`src/verilog/ssf_regs.vh`:
```
// register map and field layout of the spi status and fill count block
// assumes a 32-bit axi4-lite slave decoding the low byte address bits
`ifndef SSF_REGS_VH
`define SSF_REGS_VH

`define SSF_ADDR_W 8
`define SSF_OFF_CTRL 8'h00
`define SSF_OFF_STATUS 8'h10
`define SSF_OFF_COUNT 8'h14
`define SSF_OFF_IEN 8'h18
`define SSF_OFF_TXDATA 8'h20
`define SSF_OFF_RXDATA 8'h24

// control register fields
`define SSF_CTRL_START 0
`define SSF_CTRL_STOP 1
`define SSF_CTRL_DMA_EN 2
`define SSF_CTRL_DESC_EN 3
`define SSF_CTRL_CLOSE_EN 4
`define SSF_CTRL_TX_DMA 5
`define SSF_CTRL_RX_DMA 6
`define SSF_CTRL_LEN_LSB 16
`define SSF_CTRL_LEN_MSB 31
`define SSF_CTRL_RESET 32'h00000000

// status register fields
`define SSF_ST_XFER_DONE 0
`define SSF_ST_DMA_DONE 1
`define SSF_ST_TX_OVF 2
`define SSF_ST_RX_UNF 3
`define SSF_ST_ACTIVE 16
`define SSF_FLAGS_RESET 4'h0

// fill count fields
`define SSF_CNT_TX_LSB 0
`define SSF_CNT_TX_MSB 15
`define SSF_CNT_RX_LSB 16
`define SSF_CNT_RX_MSB 31
`define SSF_CNT_RESET 16'h0000
`define SSF_IEN_RESET 4'h0

// index of the last bit in a transferred unit (eight bits per unit)
`define SSF_UNIT_BITS 3'h7

`define SSF_RESP_OKAY 2'b00
`define SSF_RESP_SLVERR 2'b10

`endif

```
`src/verilog/ssf_status.v`:
```
// spi master status flags, completion logic and buffer fill counters
// assumes axi4-lite master on clock, dma and descriptor pulses on clock,
// and the serial clock arriving from the shifter as an unsynchronised pin
//
// Register access over AXI4-Lite was decided locally.
`include "ssf_regs.vh"

module ssf_status #(
    parameter TX_DEPTH = 16'h0040,
    parameter RX_DEPTH = 16'h0040
) (
    // clock and reset
    input wire clock,
    input wire reset,
    // axi4-lite write address
    input wire [7:0] s_axi_awaddr,
    input wire s_axi_awvalid,
    output wire s_axi_awready,
    // axi4-lite write data
    input wire [31:0] s_axi_wdata,
    input wire [3:0] s_axi_wstrb,
    input wire s_axi_wvalid,
    output wire s_axi_wready,
    // axi4-lite write response
    output reg [1:0] s_axi_bresp,
    output reg s_axi_bvalid,
    input wire s_axi_bready,
    // axi4-lite read address
    input wire [7:0] s_axi_araddr,
    input wire s_axi_arvalid,
    output wire s_axi_arready,
    // axi4-lite read data
    output reg [31:0] s_axi_rdata,
    output reg [1:0] s_axi_rresp,
    output reg s_axi_rvalid,
    input wire s_axi_rready,
    // serial link clock from the shifter
    input wire spi_clk,
    // dma controller completion pulses
    input wire dma_tx_done,
    input wire dma_rx_done,
    // descriptor sequencer completion
    input wire desc_done,
    input wire desc_last,
    // interrupt
    output wire irq
);

    // write channel holding
    reg aw_hold_ff, w_hold_ff;
    reg [7:0] aw_addr_ff;
    reg [31:0] w_data_ff;
    reg [3:0] w_strb_ff;

    // registers
    reg [31:0] ctrl_ff;
    reg [3:0] flags_ff, ien_ff;
    reg [15:0] tx_cnt_ff, rx_cnt_ff;
    reg active_ff, stop_ff, irq_ff;

    // link side
    reg sck_s1_ff, sck_s2_ff, sck_s3_ff, sck_st_ff;
    reg [2:0] bit_cnt_ff;
    reg [15:0] unit_cnt_ff;
    reg dma_tx_seen_ff, dma_rx_seen_ff;

    wire wr_fire, rd_fire, wr_status, wr_ctrl, wr_ien, wr_tx, rd_rx;
    wire tx_overflow, rx_underflow, sck_rise, byte_done, rx_put, tx_take;
    wire dma_mode, desc_mode, len_hit, spi_close, stop_now;
    wire tx_side_done, rx_side_done, dma_all_done, dma_set, xfer_set;
    wire [2:0] wr_nbytes;
    wire [16:0] tx_sum;
    wire [3:0] flag_set, flag_clr;

    reg [31:0] nxt_rdata;
    reg [1:0] nxt_rresp;
    reg [15:0] nxt_tx_cnt, nxt_rx_cnt;

    // one write at a time: hold each channel until the response leaves
    assign s_axi_awready = ~aw_hold_ff & ~s_axi_bvalid;
    assign s_axi_wready = ~w_hold_ff & ~s_axi_bvalid;
    assign s_axi_arready = ~s_axi_rvalid;

    assign wr_fire = aw_hold_ff & w_hold_ff & ~s_axi_bvalid;
    assign rd_fire = s_axi_arvalid & s_axi_arready;

    assign wr_ctrl = wr_fire & (aw_addr_ff == `SSF_OFF_CTRL);
    assign wr_status = wr_fire & (aw_addr_ff == `SSF_OFF_STATUS);
    assign wr_ien = wr_fire & (aw_addr_ff == `SSF_OFF_IEN);
    assign wr_tx = wr_fire & (aw_addr_ff == `SSF_OFF_TXDATA);
    assign rd_rx = rd_fire & (s_axi_araddr == `SSF_OFF_RXDATA);

    always @(posedge clock) begin
        if (reset) begin
            aw_hold_ff <= 1'b0;
            aw_addr_ff <= 8'h00;
            w_hold_ff <= 1'b0;
            w_data_ff <= 32'h00000000;
            w_strb_ff <= 4'h0;
        end else begin
            if (s_axi_awvalid & s_axi_awready) begin
                aw_hold_ff <= 1'b1;
                aw_addr_ff <= {s_axi_awaddr[7:2], 2'b00};
            end else if (wr_fire) begin
                aw_hold_ff <= 1'b0;
            end
            if (s_axi_wvalid & s_axi_wready) begin
                w_hold_ff <= 1'b1;
                w_data_ff <= s_axi_wdata;
                w_strb_ff <= s_axi_wstrb;
            end else if (wr_fire) begin
                w_hold_ff <= 1'b0;
            end
        end
    end

    always @(posedge clock) begin
        if (reset) begin
            s_axi_bvalid <= 1'b0;
            s_axi_bresp <= `SSF_RESP_OKAY;
        end else if (wr_fire) begin
            s_axi_bvalid <= 1'b1;
            if (wr_ctrl | wr_status | wr_ien | wr_tx |
                (aw_addr_ff == `SSF_OFF_COUNT) |
                (aw_addr_ff == `SSF_OFF_RXDATA)) begin
                s_axi_bresp <= `SSF_RESP_OKAY;
            end else begin
                s_axi_bresp <= `SSF_RESP_SLVERR;
            end
        end else if (s_axi_bready) begin
            s_axi_bvalid <= 1'b0;
        end
    end

    // read mux
    always @* begin
        nxt_rdata = 32'h00000000;
        nxt_rresp = `SSF_RESP_OKAY;
        case ({s_axi_araddr[7:2], 2'b00})
            `SSF_OFF_CTRL: begin
                nxt_rdata = {ctrl_ff[31:16], 9'h000, ctrl_ff[6:2], 2'b00};
            end
            `SSF_OFF_STATUS: begin
                nxt_rdata = 32'h00000000;
                nxt_rdata[`SSF_ST_ACTIVE] = active_ff;
                nxt_rdata[3:0] = flags_ff;
            end
            `SSF_OFF_COUNT: begin
                nxt_rdata = {rx_cnt_ff, tx_cnt_ff};
            end
            `SSF_OFF_IEN: begin
                nxt_rdata = {28'h0000000, ien_ff};
            end
            `SSF_OFF_TXDATA: begin
                nxt_rdata = 32'h00000000;
            end
            `SSF_OFF_RXDATA: begin
                nxt_rdata = 32'h00000000;
            end
            default: begin
                nxt_rresp = `SSF_RESP_SLVERR;
            end
        endcase
    end

    always @(posedge clock) begin
        if (reset) begin
            s_axi_rvalid <= 1'b0;
            s_axi_rdata <= 32'h00000000;
            s_axi_rresp <= `SSF_RESP_OKAY;
        end else if (rd_fire) begin
            s_axi_rvalid <= 1'b1;
            s_axi_rdata <= nxt_rdata;
            s_axi_rresp <= nxt_rresp;
        end else if (s_axi_rready) begin
            s_axi_rvalid <= 1'b0;
        end
    end

    // control and interrupt enable
    always @(posedge clock) begin
        if (reset) begin
            ctrl_ff <= `SSF_CTRL_RESET;
            ien_ff <= `SSF_IEN_RESET;
        end else begin
            if (wr_ctrl) begin
                ctrl_ff <= {w_data_ff[31:16], 9'h000, w_data_ff[6:2],
                    2'b00};
            end
            if (wr_ien) begin
                ien_ff <= w_data_ff[3:0];
            end
        end
    end

    assign dma_mode = ctrl_ff[`SSF_CTRL_DMA_EN];
    assign desc_mode = ctrl_ff[`SSF_CTRL_DESC_EN];

    // three-stage pin sampling; state moves once stages two and three agree
    always @(posedge clock) begin
        if (reset) begin
            sck_s1_ff <= 1'b0;
            sck_s2_ff <= 1'b0;
            sck_s3_ff <= 1'b0;
            sck_st_ff <= 1'b0;
        end else begin
            sck_s1_ff <= spi_clk;
            sck_s2_ff <= sck_s1_ff;
            sck_s3_ff <= sck_s2_ff;
            if (sck_s2_ff == sck_s3_ff) begin
                sck_st_ff <= sck_s3_ff;
            end
        end
    end

    assign sck_rise = (sck_s2_ff == sck_s3_ff) & sck_s3_ff & ~sck_st_ff;
    assign byte_done = active_ff & sck_rise &
        (bit_cnt_ff == `SSF_UNIT_BITS);

    // each finished byte is one unit: it leaves tx unless tx is empty and lands in rx unless rx is full
    assign tx_take = byte_done & (tx_cnt_ff != 16'h0000);
    assign rx_put = byte_done & (rx_cnt_ff != RX_DEPTH);

    assign len_hit = byte_done &
        ((unit_cnt_ff + 16'h0001) ==
        ctrl_ff[`SSF_CTRL_LEN_MSB:`SSF_CTRL_LEN_LSB]);
    // spi side closes its own dma transfer at the programmed length
    assign spi_close = ctrl_ff[`SSF_CTRL_CLOSE_EN] & len_hit;
    assign tx_side_done = dma_tx_seen_ff | dma_tx_done | spi_close;
    assign rx_side_done = dma_rx_seen_ff | dma_rx_done | spi_close;
    // a direction not in use counts as done
    assign dma_all_done = active_ff & dma_mode & ~desc_mode &
        (ctrl_ff[`SSF_CTRL_TX_DMA] | ctrl_ff[`SSF_CTRL_RX_DMA]) &
        (tx_side_done | ~ctrl_ff[`SSF_CTRL_TX_DMA]) &
        (rx_side_done | ~ctrl_ff[`SSF_CTRL_RX_DMA]);

    // halt waits for a byte boundary; between bytes it ends at once
    assign stop_now = active_ff & stop_ff &
        ((bit_cnt_ff == 3'h0 & ~sck_rise) | byte_done);

    // dma-done only meaningful with dma enabled
    assign dma_set = dma_all_done |
        (dma_mode & desc_mode & desc_done);
    assign xfer_set = (active_ff & ~dma_mode & ~desc_mode & len_hit) |
        dma_all_done |
        (desc_mode & desc_done & desc_last) |
        stop_now;

    always @(posedge clock) begin
        if (reset) begin
            active_ff <= 1'b0;
            stop_ff <= 1'b0;
            bit_cnt_ff <= 3'h0;
            unit_cnt_ff <= 16'h0000;
            dma_tx_seen_ff <= 1'b0;
            dma_rx_seen_ff <= 1'b0;
        end else begin
            if (xfer_set) begin
                active_ff <= 1'b0;
            end else if (wr_ctrl & w_data_ff[`SSF_CTRL_START]) begin
                active_ff <= 1'b1;
            end
            if (xfer_set | ~active_ff) begin
                stop_ff <= 1'b0;
            end else if (wr_ctrl & w_data_ff[`SSF_CTRL_STOP]) begin
                stop_ff <= 1'b1;
            end
            if (~active_ff) begin
                bit_cnt_ff <= 3'h0;
            end else if (sck_rise) begin
                bit_cnt_ff <= bit_cnt_ff + 3'h1;
            end
            if (~active_ff) begin
                unit_cnt_ff <= 16'h0000;
            end else if (byte_done) begin
                unit_cnt_ff <= unit_cnt_ff + 16'h0001;
            end
            // remember the first direction to finish until the other does
            if (~active_ff | dma_all_done) begin
                dma_tx_seen_ff <= 1'b0;
                dma_rx_seen_ff <= 1'b0;
            end else begin
                dma_tx_seen_ff <= tx_side_done;
                dma_rx_seen_ff <= rx_side_done;
            end
        end
    end

    // transmit byte count from the write strobes
    assign wr_nbytes = {2'b00, w_strb_ff[0]} + {2'b00, w_strb_ff[1]} +
        {2'b00, w_strb_ff[2]} + {2'b00, w_strb_ff[3]};
    assign tx_sum = {1'b0, tx_cnt_ff} + {14'h0000, wr_nbytes};
    // overflowing write is dropped whole, so count never passes depth
    assign tx_overflow = wr_tx & (tx_sum > {1'b0, TX_DEPTH[15:0]});
    assign rx_underflow = rd_rx & (rx_cnt_ff == 16'h0000);

    always @* begin
        nxt_tx_cnt = tx_cnt_ff;
        if (wr_tx & ~tx_overflow) begin
            nxt_tx_cnt = tx_sum[15:0];
        end
        if (tx_take) begin
            nxt_tx_cnt = nxt_tx_cnt - 16'h0001;
        end
        nxt_rx_cnt = rx_cnt_ff;
        if (rx_put) begin
            nxt_rx_cnt = nxt_rx_cnt + 16'h0001;
        end
        if (rd_rx & ~rx_underflow) begin
            nxt_rx_cnt = nxt_rx_cnt - 16'h0001;
        end
    end

    always @(posedge clock) begin
        if (reset) begin
            tx_cnt_ff <= `SSF_CNT_RESET;
            rx_cnt_ff <= `SSF_CNT_RESET;
        end else begin
            tx_cnt_ff <= nxt_tx_cnt;
            rx_cnt_ff <= nxt_rx_cnt;
        end
    end

    // sticky flags; a set in the clearing cycle wins
    assign flag_set = {rx_underflow, tx_overflow, dma_set, xfer_set};
    assign flag_clr = wr_status ? w_data_ff[3:0] : 4'h0;

    genvar gi;
    generate
        for (gi = 0; gi < 4; gi = gi + 1) begin : g_flag
            always @(posedge clock) begin
                if (reset) begin
                    flags_ff[gi] <= 1'b0;
                end else begin
                    flags_ff[gi] <= (flags_ff[gi] & ~flag_clr[gi]) |
                        flag_set[gi];
                end
            end
        end
    endgenerate

    // registered so the pin never glitches while flags and enables change
    always @(posedge clock) begin
        if (reset) begin
            irq_ff <= 1'b0;
        end else begin
            irq_ff <= |(flags_ff & ien_ff);
        end
    end
    assign irq = irq_ff;

endmodule
```
`config.mk`:
```
export PLATFORM = sky130hd
export DESIGN_NAME = ssf_status
export DESIGN_NICKNAME = d
export VERILOG_FILES = /design/src/verilog/ssf_status.v
export VERILOG_INCLUDE_DIRS = /design/src /design/src/verilog
export SDC_FILE = /design/constraint.sdc
export NUM_CORES = 1
export LEC_CHECK = 0
export ABC_AREA = 1
export BUFFER_PORTS_ARGS = -buffer_cell sky130_fd_sc_hd__buf_2
export CORE_MARGIN = 2
export CORE_UTILIZATION = 25
export CTS_CLUSTER_SIZE = 25
export DETAILED_ROUTE_END_ITERATION = 8
export GPL_TIMING_DRIVEN = 1
export PLACE_DENSITY = 0.48
export SLEW_MARGIN = 20
export SYNTH_ARGS = -nofsm -noshare
export SYNTH_HDL_FRONTEND = slang
export SYNTH_SLANG_ARGS = --single-unit
```
`constraint.sdc`:
```
create_clock -name clock -period 9.9 [get_ports clock]
set_input_delay 0.495 -clock clock [delete_from_list [all_inputs] [get_ports clock]]
set_output_delay 0.495 -clock clock [all_outputs]
set_load 0.01 [all_outputs]
```
After elaboration in Yosys (flattened, before gate mapping)
Cells that the tools add are included.

$add $sub $neg: 9. Eq/ne operators: 15. Muxes and demuxes: 15. $lt $le $gt $ge: 1. Bitwise logic cells: 86. Reduce and logical (&&, ||, !) cells: 15.

Operators with widths (number): $pmux W32 S4 (1); $mux W16 (4); $and A1 B1 Y1 (45); $eq A6 B3 Y1 const B (6); $add A16 B1 Y16 const B (2); $sub A16 B1 Y16 const B (2); $eq A6 B4 Y1 const B (4); $or A1 B1 Y1 (23); $add A16 B3 Y17 (1); $gt A17 B7 Y1 const B (1); $not A1 Y1 (17); $eq A16 B16 Y1 (1); $logic_not A16 Y1 (1); $ne A16 B7 Y1 const B (1); $reduce_bool A16 Y1 (1); $eq A8 B6 Y1 const B (1); $logic_not A8 Y1 (1); $reduce_bool A2 Y1 (4); $reduce_or A2 Y1 (4); $mux W1 (7); $logic_not A6 Y1 (1); $reduce_or A6 Y1 (1); $and A4 B4 Y4 (1); $mux W2 (2); other kinds (9) (9).

Bits of input ports: 64. Register bits: 171. Output and inout bits: 42. Logic and storage cells: 170.

Depth between registers and ports, before layout
Gate-level depths: netlist of the first run.

Depth after elaboration: 16. Gate-level depth with buffers: 26.

Worst setup path after synthesis of the first run
OpenSTA, ideal clock, no wires.

Kind: reg2reg. Start: reg w_strb_ff[0]. End: reg tx_cnt_ff[10]. Stages on the path, launching flop included: 24. Path buffers: 0. Library setup time: 0.113 ns. Data arrival time: 3.689 ns. Path slack: 6.098 ns. Data required time: 9.787 ns. Clock period less this slack: 3.802 ns. Cells stage by stage: dfxtp_1 > fa_1 > fa_1 > fa_1 > or2_2 > nor2_1 > nand2_1 > nor2_1 > nand2_1 > nand2_1 > nand2_2 > nor2_4 > nand3_4 > nand2_2 > nand2_1 > inv_1 > ha_1 > inv_1 > nor2_1 > nand2_2 > nor3_4 > nand2_1 > nor2_1 > nor2_1.

Word-level cells in the longest chain between the ends: 11.

RTL lines: start: declaration (line ssf_status.v:53) `reg [3:0] w_strb_ff;`; start signal: assignment (line ssf_status.v:110) `w_strb_ff <= s_axi_wstrb;`; $add A1 B1 Y2 (*) (line ssf_status.v:290) `assign wr_nbytes = {2'b00, w_strb_ff[0]} + {2'b00, w_strb_ff[1]} +`; $add A2 B1 Y3 (*) (line ssf_status.v:290); $add A3 B1 Y3 (*) (line ssf_status.v:291) `{2'b00, w_strb_ff[2]} + {2'b00, w_strb_ff[3]};`; $add A16 B3 Y17 (*) (line ssf_status.v:292) `assign tx_sum = {1'b0, tx_cnt_ff} + {14'h0000, wr_nbytes};`; $gt A17 B7 Y1 (line ssf_status.v:294) `assign tx_overflow = wr_tx & (tx_sum > {1'b0, TX_DEPTH[15:0]});`; $and A1 B1 Y1 (line ssf_status.v:294); $not A1 Y1 (line ssf_status.v:299) `if (wr_tx & ~tx_overflow) begin`; $and A1 B1 Y1 (line ssf_status.v:299); $mux W16 (*) (line ssf_status.v:299); $sub A16 B1 Y16 (line ssf_status.v:303) `nxt_tx_cnt = nxt_tx_cnt - 16'h0001;`; $mux W16 (*) (line ssf_status.v:302) `if (tx_take) begin`; end signal: assignment (line ssf_status.v:316) `` tx_cnt_ff <= `SSF_CNT_RESET; ``; end signal: assignment (line ssf_status.v:319) `tx_cnt_ff <= nxt_tx_cnt;`; end: declaration (line ssf_status.v:58) `reg [15:0] tx_cnt_ff, rx_cnt_ff;`.

Every way passes the cells marked *; elsewhere a longest branch is shown, timed or not. A chain may end at the register's enable or synchronous reset.

Worst setup path after layout of the first run
Same ends and word-level chain as after synthesis.

==> impl_metrics.tcl, run 1 <==
set metrics [dict create \
    cap_violations 0 \
    grt_usage 0.146 \
    power_density_mw_per_mm2 148 \
    power.total_uw 1470 \
    ys_seq_elements 160 \
    r2r-start "w_strb_ff[0]$_SDFFE_PP0P_" \
    p_clk_frac 0.468 \
    final_max_slew_viol_count 0 \
    crit_path_max_fanout 9 \
    r2r_setup_slack_ps 5610 \
    irDropWorstVdd_mv 0.121 \
    ios 106 \
    crit_chain "fa_1 > fa_1 > fa_1 > or2_2 > nor2_1 > nand2_1 > nor2_1 > nand2_1 > nand2_1 > nand2_2 > nor2_4 > nand3_4 > nand2_2 > nand2_1 > inv_1 > ha_1 > inv_1 > nor2_1 > nand2_2 > nor3_4 > nand2_1 > nand2_1 > nand2_1 > nor2_1" \
    r2r-end "tx_cnt_ff[10]$_SDFF_PP0_" \
    num_vias 8057 \
    max_stage_delay_ps 500 \
    intPower_uw 1080 \
    fmax_ghz 0.233 \
    multi_input_area_mm2 0.00442 \
    cpMaxStageDelayCell "fa_1" \
    cts.htree.levels 4 \
    cts-root-buf "clkbuf_16" \
    firstDrtPassIters 5 \
    place_congestion 0.867 \
    min_path_type "in -> reg" \
    rsz0062_at_grt "no" \
    clk_pin_slew_ps 80 \
    synthTopCellsByArea "dfxtp_1 38%, nand2_1 12%, o21ai_0 7.0%" \
    initial_core_util 0.252 \
    clk_latency_ps 440 \
    die_y_um 188 \
    dp_hpwl_um 18900 \
    synthAdderAreaFrac 0.0220 \
    setup_viol 0 \
    ctsResizeCount 0 \
    fin_crit_ps 4290 \
    leakagePower_uw 0.00408 \
    yosysSeqAreaShare 0.380 \
    synth_top_area_cell "dfxtp_1" \
    drc 0 \
    grt_pass1_wl_um 41100 \
    relSlewSlack 0.374 \
    synth.top_cell.area_share 0.380 \
    cp_common_cell "nand2_1" \
    n_antenna_cell 0 \
    wl_per_cell_um 14.0 \
    holdBufCountCts 0 \
    drt-total-wl_um 25100 \
    synth_simple_gate_area_frac 0.301 \
    fin_skew_ps 14.8 \
    syn-cell-area_mm2 0.00842 \
    synth_mux_area_frac 0 \
    post_cts_buffers 0 \
    grt_pass1_vias 7797 \
    status "finished, final reports clean" \
    crit_end "tx_cnt_ff[10]$_SDFF_PP0_" \
    pwr-share-comb 0.072 \
    tns_ps 0 \
    crit_type "reg -> reg" \
    synth_top_family_by_area "simple AND/OR/NAND/NOR gates" \
    async_flop_share 0 \
    synth_edf_count 0 \
    cts_sinks 160 \
    grt_max_degree 65 \
    cts_buffers 17 \
    synth_cell_types 47 \
    final_hold_viol_count 0 \
    syn_inst 1261 \
    synth_ff_type "dfxtp_1" \
    final_common_cell "nand2_1" \
    gr-total-overflow 0 \
    row_count 67 \
    cp.required_ps 10270 \
    drt_first_iter_violations 457 \
    r2r_cells 24 \
    start_kind "register" \
    antenna_found_initial 0 \
    synth_compound_gate_area_share 0.173 \
    ant_nets 0 \
    die_area_mm2 0.0352 \
    switchingPower_uw 387 \
    seq_power_share 0.460 \
    fin_nets 1414 \
    area_growth_pct 18.0 \
    cts_tree "built" \
    vias_per_cell 4.48 \
    cts_max_path_buffers 2 \
    die_w_um 188 \
    layout_common_cells "273 x nand2_1, 160 x dfxtp_1, 154 x inv_1, 153 x nor2_1, 117 x o21ai_0" \
    core_area_mm2 0.0334 \
    swShare 0.263 \
    port_buffers 92 \
    yosys.area_share.xor_xnor 0.0281 \
    avgSynthCellArea_um2 6.68 \
    startpoint "w_strb_ff[0]$_SDFFE_PP0P_" \
    fill_cells 3772 \
    worstPathArrival_ps 4660 \
    regArea_mm2 0.00320 \
    yosysWarnings 0 \
    tightest_slew_ps 938 \
    drive_gt1_frac 0.130 \
    end_kind "register" \
    post-route-period-util 0.433 \
]
-- flip-flops by register name, indices dropped and copies added, names as in the netlist, 6 cells and up --
name,flops
w_data_ff,23
rx_cnt_ff,16
tx_cnt_ff,16
ctrl_ff,21
aw_addr_ff,6
unit_cnt_ff,16
s_axi_rdata,32
-- through the flow --
stage / hold WS, ps / utilization / cell area [um2] / std cells / setup WS (ps)
floorplan: 388 / - / 8420 / 1262 / 6100
global route: 281 / 0.298 / 9940 / 1798 / 5180
CTS: 274 / 0.298 / 9940 / 1798 / 5600
finish: 280 / 0.298 / 9940 / 1798 / 5610
detailed placement: 398 / 0.280 / 9340 / 1766 / 5630
global placement: 401 / 0.280 / 9340 / 1766 / 5680
-- how the worst min path moves through the flow --
stage                               startpoint                    to  slack [ps]  depth (start not counted)
after floorplan           sck_s1_ff$_SDFF_PP0_  sck_s2_ff$_SDFF_PP0_         390                          2
after global placement    sck_s1_ff$_SDFF_PP0_  sck_s2_ff$_SDFF_PP0_         400                          2
after detailed placement  sck_s1_ff$_SDFF_PP0_  sck_s2_ff$_SDFF_PP0_         400                          2
after CTS                              spi_clk  sck_s1_ff$_SDFF_PP0_         270                          3
after global routing                   spi_clk  sck_s1_ff$_SDFF_PP0_         280                          3
final                                  spi_clk  sck_s1_ff$_SDFF_PP0_         280                          3
-- per-layer routing --
metal / wire, um / up-vias / GRT usage
li1: - / 4257 / -
met1: 12600 / 3671 / 0.199
met2: 11500 / 107 / 0.238
met3: 654 / 22 / 0.0247
met4: 379 / 0 / 0.0421
met5: 0 / - / 0
-- cell families after synthesis --
logic type / after synthesis
flops: 160
compound gates: 273
other cells: 1
fa+ha+maj: 13
xor+xnor: 27
buf+inv: 209
simple gates: 578
-- critical path: cells and delay by family, from the launching register on --
| family | cells | cell delay, ps |
|---|---|---|
| adder cells (fa/ha/maj) | 4 | 1560 |
| buffers and inverters | 2 | 100 |
| flip-flops | 1 | 330 |
| AND/OR/NAND/NOR | 18 | 2230 |
-- power groups by stage --
stage,logic (uW),registers [uW],clock network (uW)
after CTS,108,675,707
after detailed placement,108,690,0
after global routing,122,678,730
final,106,675,688
after floorplan,66.9,689,0
after global placement,107,690,0
-- synth_stat cells (6+ instances only) --
master	n
a21oi_1	108
clkbuf_1	39
dfxtp_1	160
ha_1	10
inv_1	155
nand2_1	273
nand2_2	10
nand3_1	69
nand4_1	30
nor2_1	153
nor2_2	6
nor3_1	14
nor4_1	7
o21a_1	6
o21ai_0	117
o22ai_1	21
xor2_1	24
-- cell type report --
cell class / count / share of cell area
Timing Repair Buffer: 104 / 0.0554
Multi-Input combinational cell: 893 / 0.445
Inverter: 161 / 0.0608
Clock buffer: 17 / 0.0428
Clock inverter: 15 / 0.0173
Sequential cell: 160 / 0.322
Tap cell: 448 / 0.0564
Note: power is estimated with default switching activity, not from simulation.
==> run 2, diff against run 1 <==
--- a/config.mk
+++ b/config.mk
@@ -6,14 +6,14 @@
 export SDC_FILE = /design/constraint.sdc
 export NUM_CORES = 1
 export LEC_CHECK = 0
-export ABC_AREA = 1
+export ABC_AREA = 0
 export BUFFER_PORTS_ARGS = -buffer_cell sky130_fd_sc_hd__buf_2
 export CORE_MARGIN = 2
 export CORE_UTILIZATION = 25
 export CTS_CLUSTER_SIZE = 25
 export DETAILED_ROUTE_END_ITERATION = 8
 export GPL_TIMING_DRIVEN = 1
-export PLACE_DENSITY = 0.48
+export PLACE_DENSITY = 0.49
 export SLEW_MARGIN = 20
 export SYNTH_ARGS = -nofsm -noshare
 export SYNTH_HDL_FRONTEND = slang
==> constraint.sdc (replaced) <==
create_clock -name clock -period 3.6 [get_ports clock]
set_input_delay 0.18 -clock clock [delete_from_list [all_inputs] [get_ports clock]]
set_output_delay 0.18 -clock clock [all_outputs]
set_load 0.01 [all_outputs]
==> run 2 against run 1 <==
Net effect: the flow now finishes with violations (setup timing); die area grew 0.47%; synthesized cell count shrank 18%; flip-flop and latch count is the same; area after synthesis is 0.48% higher; hold slack got worse by 270 ps; critical endpoint unchanged.
==> impl_metrics.tcl, run 2 <==
set metrics [dict create \
    synth_edf_count 0 \
    drive_gt1_frac 0.234 \
    wl_per_cell_um 15.9 \
    grt_pass1_wl_um 42400 \
    die_area_mm2 0.0353 \
    fmax_ghz 0.217 \
    wl_met2_um 12900 \
    row_count 67 \
    grt_pass1_vias 7898 \
    ys_seq_elements 160 \
    setup_viol 15 \
    final_common_cell "dfxtp_1" \
    swShare 0.246 \
    die_w_um 188 \
    ant_nets 0 \
    clk_latency_ps 440 \
    antenna_found_initial 0 \
    async_flop_share 0 \
    synth_ff_type "dfxtp_1" \
    intPower_uw 3030 \
    crit_type "reg -> reg" \
    layout_common_cells "158 x dfxtp_1, 139 x nor2_1, 114 x nand2_1, 91 x buf_2, 84 x buf_4" \
    leakagePower_uw 0.00419 \
    p_clk_frac 0.480 \
    fin_ws_ps -1010 \
    initial_core_util 0.253 \
    cp_num_buf_inv 1 \
    placed_cells 1579 \
    max_stage_delay_ps 540 \
    pwr-share-comb 0.065 \
    irDropWorstVdd_mv 0.266 \
    postLayoutCoreUtil 0.329 \
    final_hold_viol_count 0 \
    final_max_slew_viol_count 0 \
    r2r-start "w_strb_ff[0]$_SDFFE_PP0P_" \
    drc 0 \
    dp_slack_ps -1240 \
    drt-total-wl_um 26300 \
    cp_common_cell "fa_2" \
    crit_chain "fa_1 > fa_2 > fa_2 > or3_1 > o21ai_1 > o2111ai_2 > and2_4 > or4_4 > mux2i_2 > ha_2 > inv_2 > nor4_2 > mux2i_1 > nand4b_4 > or4b_1 > a21oi_1" \
    yosys-top-cells-count "160 x dfxtp_1, 142 x nor2_1, 117 x nand2_1" \
    critPathTopFamily "simple AND/OR/NAND/NOR gates" \
    num_vias 7907 \
    seq_power_share 0.455 \
    syn_inst 1033 \
    syn-cell-area_mm2 0.00846 \
    largestRegisters "s_axi_rdata (32), w_data_ff (23), ctrl_ff (21)" \
    yosysMostFrequentCell "dfxtp_1" \
    crit_path_max_fanout 5 \
    rsz0062_at_grt "yes" \
    cts-root-buf "clkbuf_16" \
    fin_crit_ps 4610 \
    largest_register_ff_count 32 \
    tightest_slew_ps 936 \
    core_area_mm2 0.0334 \
    dp_hpwl_um 19100 \
    startpoint "w_strb_ff[0]$_SDFFE_PP0P_" \
    drt_first_iter_violations 487 \
    synth_top_area_cell "dfxtp_1" \
    grt_max_degree 51 \
    fill_cells 3553 \
    cts_sinks 160 \
    cts_max_path_buffers 2 \
    avgSynthCellArea_um2 8.19 \
    synthTopCellsByArea "dfxtp_1 38%, nor2_1 6.3%, mux2i_1 5.7%" \
    worstPathArrival_ps 4970 \
    cts_tree "built" \
    port_buffers 92 \
    violations "setup timing" \
    hold_start "s_axi_wdata[24]" \
    area_growth_pct 29.9 \
    switchingPower_uw 992 \
    post-route-period-util 1.28 \
    yosysWarnings 0 \
    place_congestion 0.868 \
    start_kind "register" \
    gr-total-overflow 0 \
    cts_buffers 17 \
    status "complete, but fails checks" \
    fin_nets 1268 \
    clk_pin_slew_ps 80 \
    cts.htree.levels 4 \
    synth_cell_types 76 \
    routed.top_layer "met4" \
    n_antenna_cell 0 \
    fin_skew_ps 13.4 \
    wl_met3_um 815 \
    grt_usage 0.151 \
    instances_no_fill 1652 \
    yosysSeqAreaShare 0.379 \
    met1Wirelength_um 11800 \
    cp.required_ps 3960 \
    die_y_um 188 \
    firstDrtPassIters 5 \
    min_path_type "in -> reg" \
    synth.top_cell.area_share 0.379 \
    regMostFlops "s_axi_rdata" \
    cap_violations 0 \
    power_density_mw_per_mm2 366 \
    cpMaxStageDelayCell "or4b_1" \
    vias_per_cell 4.79 \
    ios 106 \
    relSlewSlack 0.376 \
    end_kind "register" \
]
## run 2: cell count changes after synthesis, sizes merged, moves of 23 or more
cell	before	now
inv	160	19
mux2i	0	48
a22oi	1	24
o21ai	123	18
nand3	73	33
xnor2	3	39
nand2	283	117
a21oi	109	80
## run 2: power groups by stage
stage	Combinational (uW)	Clock, uW	Sequential, uW
2_1_floorplan	137	0	1860
3_3_place_gp	227	0	1870
3_5_place_dp	229	0	1870
4_1_cts	264	1980	1830
5_1_grt	291	2060	1840
6_report	260	1930	1830
## run 2: kinds of logic (layout without fill, tap and decap cells)
group / count (synthesis) / after routing / share of synthesized area
mux: 51 / 51 / 0.0608
simple gates: 441 / 441 / 0.254
other cells: 1 / 2 / 0.000443
fa+ha+maj: 13 / 13 / 0.0219
compound gates: 196 / 196 / 0.157
xor+xnor: 77 / 77 / 0.0797
buf+inv: 94 / 264 / 0.0476
flops: 160 / 160 / 0.379
## run 2: path summary, 6_finish.rpt
kind,endpoint,slack (ps),cells past startpoint
hold / removal,w_data_ff[24]$_SDFFE_PP0P_,10,3
setup / recovery,tx_cnt_ff[10]$_SDFF_PP0_,-1010,16
setup reg to reg,tx_cnt_ff[10]$_SDFF_PP0_,-1010,16
hold reg to reg,s_axi_rdata[15]$_SDFFE_PP0P_,450,2
## run 2: final cells by class
cell class | instances | area (um2) | share of cell area
repair buffers | 213 | 1470 | 0.134
multi-input cells | 780 | 5070 | 0.461
clock buffers | 18 | 429 | 0.0390
clock inverters | 14 | 188 | 0.0171
well taps | 448 | 561 | 0.0510
inverters | 19 | 71.3 | 0.00649
flip-flops and latches | 160 | 3210 | 0.292
## run 2: timing repair
item                                   4_1_cts  5_1_grt
setup endpoints to repair                   16       17
setup buffers                                9        3
gates resized for setup                     27       16
hold buffers                                33        0
endpoints found under the hold margin       33        0
pin swaps                                   23        9
## run 2: stage by stage
| step | total power [uW] | hold WS, ps | cell area [um2] | TNS, ps |
|---|---|---|---|---|
| after floorplan | 2000 | 279 | 8490 | -9670 |
| after CTS | 4070 | 5.86 | 10900 | -8390 |
| after detailed placement | 2100 | 372 | 9800 | -11860 |
| after global placement | 2100 | 368 | 9800 | -11350 |
| after global routing | 4190 | 3.77 | 11000 | -11330 |
| final | 4020 | 12.5 | 11000 | -9380 |
## run 2: worst reg2reg max path, cell delays in order (launching register included)
cell and delay [ps]:
dfxtp_2 330, fa_1 490, fa_2 370, fa_2 400, or3_1 320, o21ai_1 90, o2111ai_2 130, and2_4 190
or4_4 520, mux2i_2 240, ha_2 210, inv_2 50, nor4_2 140, mux2i_1 150, nand4b_4 220, or4b_1 540
a21oi_1 150
## run 2: layer usage
| metal | vias up | GRT usage |
|---|---|---|
| met3 | 38 | 0.0251 |
| met5 | - | 0 |
| met1 | 3759 | 0.187 |
| met2 | 161 | 0.261 |
| li1 | 3949 | - |
| met4 | 0 | 0.0575 |
==> run 3, diff against run 2 <==
--- a/config.mk
+++ b/config.mk
@@ -6,7 +6,7 @@
 export SDC_FILE = /design/constraint.sdc
 export NUM_CORES = 1
 export LEC_CHECK = 0
-export ABC_AREA = 0
+export ABC_AREA = 1
 export BUFFER_PORTS_ARGS = -buffer_cell sky130_fd_sc_hd__buf_2
 export CORE_MARGIN = 2
 export CORE_UTILIZATION = 25
==> run 3 against run 2 <==
Net effect: the flow still finishes with violations (setup timing); die area down 0.47%; sequential power about the same; core utilization down 2.1 points; maximum frequency up 24%; power down 1.6%; via count up 5.9%; clock-buffer cell count up 1; first-iteration DRC count down 11%; clock skew up 2.4 ps; critical path depth up 8; critical endpoint is now tx_cnt_ff[8]$_SDFF_PP0_; largest cell class unchanged; largest power group is now sequential cells.
==> impl_metrics.tcl, run 3 (synthesized netlist as in run 1, its figures left out) <==
set metrics [dict create \
    status "complete, but fails checks" \
    violations "setup timing" \
    leakagePower_uw 0.00420 \
    fin_skew_ps 15.8 \
    cp.required_ps 3930 \
    cts_tree "built" \
    crit_chain "fa_1 > fa_2 > fa_2 > or2_4 > nor2_2 > nand2_1 > nor2_2 > nand2_1 > nand2_1 > nand2_2 > nor2_4 > nand3_4 > nand2_2 > nand2_2 > inv_2 > ha_4 > inv_2 > nor2_4 > nand2_2 > buf_6 > inv_4 > nand4_1 > nor3_1 > nor2_1" \
    grt_usage 0.149 \
    routed.top_layer "met4" \
    core_area_mm2 0.0334 \
    dp_hpwl_um 19900 \
    drc 0 \
    num_vias 8371 \
    place_congestion 0.847 \
    area_growth_pct 21.9 \
    layout_common_cells "266 x nand2_1, 158 x dfxtp_1, 151 x inv_1, 149 x nor2_1, 116 x o21ai_0" \
    drt-total-wl_um 26200 \
    grt_pass1_vias 7970 \
    cts-root-buf "clkbuf_16" \
    fin_crit_ps 3710 \
    dp_slack_ps -269 \
    die_w_um 188 \
    grt_pass1_wl_um 41900 \
    drive_gt1_frac 0.159 \
    power.total_uw 3960 \
    power_density_mw_per_mm2 386 \
    firstDrtPassIters 5 \
    largestRegisters "s_axi_rdata (32), w_data_ff (23), ctrl_ff (21)" \
    final_hold_viol_count 0 \
    met1Wirelength_um 12700 \
    gr-total-overflow 0 \
    row_count 67 \
    end_kind "register" \
    relSlewSlack 0.471 \
    port_buffers 92 \
    cp_num_buf_inv 4 \
    irDropWorstVdd_mv 0.346 \
    crit_type "reg -> reg" \
    drt_first_iter_violations 435 \
    post-route-period-util 1.03 \
    max_stage_delay_ps 490 \
    worstPathArrival_ps 4040 \
    fill_cells 3756 \
    final_common_cell "nand2_1" \
    wl_met2_um 12100 \
    fmax_ghz 0.269 \
    antenna_found_initial 0 \
    fin_nets 1447 \
    min_path_type "in -> reg" \
    n_antenna_cell 0 \
    regMostFlops "s_axi_rdata" \
    die_y_um 188 \
    cpMaxStageDelayCell "fa_1" \
    initial_core_util 0.252 \
    cts.htree.levels 4 \
    start_kind "register" \
    vias_per_cell 4.58 \
    clk_pin_slew_ps 70 \
    cts_sinks 160 \
    hold_ws_ps 18.8 \
    ios 106 \
    cp_common_cell "nand2_2" \
    ant_nets 0 \
    wl_met3_um 1030 \
    crit_path_max_fanout 4 \
    final_max_slew_viol_count 0 \
    grt_max_degree 46 \
    cap_violations 0 \
    largest_register_ff_count 32 \
    cts_max_path_buffers 2 \
    postLayoutCoreUtil 0.308 \
    clk_latency_ps 440 \
    wl_per_cell_um 14.3 \
    fin_ws_ps -114 \
    rsz0062_at_grt "yes" \
    die_area_mm2 0.0352 \
    critPathTopFamily "simple AND/OR/NAND/NOR gates" \
    cts_buffers 17 \
    tns_ps -315 \
    tightest_slew_ps 792 \
    setup_viol 6 \
]
-- run 3: repair_timing --
item	in CTS	in global routing
hold buffers	6	0
gates resized for setup	16	13
hold endpoints to repair	6	0
buffers inserted	7	4
setup endpoints to repair	10	15
pin swaps	21	28
-- run 3: layout make-up --
type / instances / area (um2) / area share
multi-input cells: 893 / 4510 / 0.439
well taps: 448 / 561 / 0.0546
inverters: 161 / 607 / 0.0591
clock buffers: 19 / 443 / 0.0431
flip-flops and latches: 160 / 3210 / 0.312
clock inverters: 10 / 115 / 0.0112
repair buffers: 137 / 828 / 0.0807
-- run 3: worst paths after layout --
kind                                                 from                    endpoint  slack [ps]  cells after the start
worst min register to register       sck_s1_ff$_SDFF_PP0_        sck_s2_ff$_SDFF_PP0_         410                      2
worst max register to register  w_strb_ff[0]$_SDFFE_PP0P_     tx_cnt_ff[8]$_SDFF_PP0_        -110                     24
worst min-delay path                      s_axi_wdata[21]  w_data_ff[21]$_SDFFE_PP0P_          20                      3
worst max-delay path            w_strb_ff[0]$_SDFFE_PP0P_     tx_cnt_ff[8]$_SDFF_PP0_        -110                     24
-- run 3: per-stage QoR --
step,area [um2],std cells
3_5_place_dp,9490,1784
6_report,10300,1828
3_3_place_gp,9490,1784
5_1_grt,10300,1828
2_1_floorplan,8440,1262
4_1_cts,10200,1826
-- run 3: report_power, final --
group          internal [uW]  leakage (uW)  total, uW  switching, uW
registers               1830       0.00130       1860           31.9
logic                    118       0.00263        322            203
clock network           1030      0.000267       1780            755
-- run 3: worst register-to-register path, stage by stage, from the launching register on --
cell and delay, ps:
dfxtp_2 330, fa_1 490, fa_2 370, fa_2 430
or2_4 240, nor2_2 70, nand2_1 70, nor2_2 100
nand2_1 60, nand2_1 70, nand2_2 60, nor2_4 160
nand3_4 90, nand2_2 80, nand2_2 60, inv_2 60
ha_4 130, inv_2 40, nor2_4 80, nand2_2 90
buf_6 130, inv_4 50, nand4_1 100, nor3_1 200
nor2_1 50
-- run 3: routing by layer --
| layer | track usage | vias to the layer above |
|---|---|---|
| li1 | - | 4321 |
| met1 | 0.202 | 3841 |
| met2 | 0.245 | 186 |
| met3 | 0.0223 | 23 |
| met4 | 0.0445 | 0 |
| met5 | 0 | - |
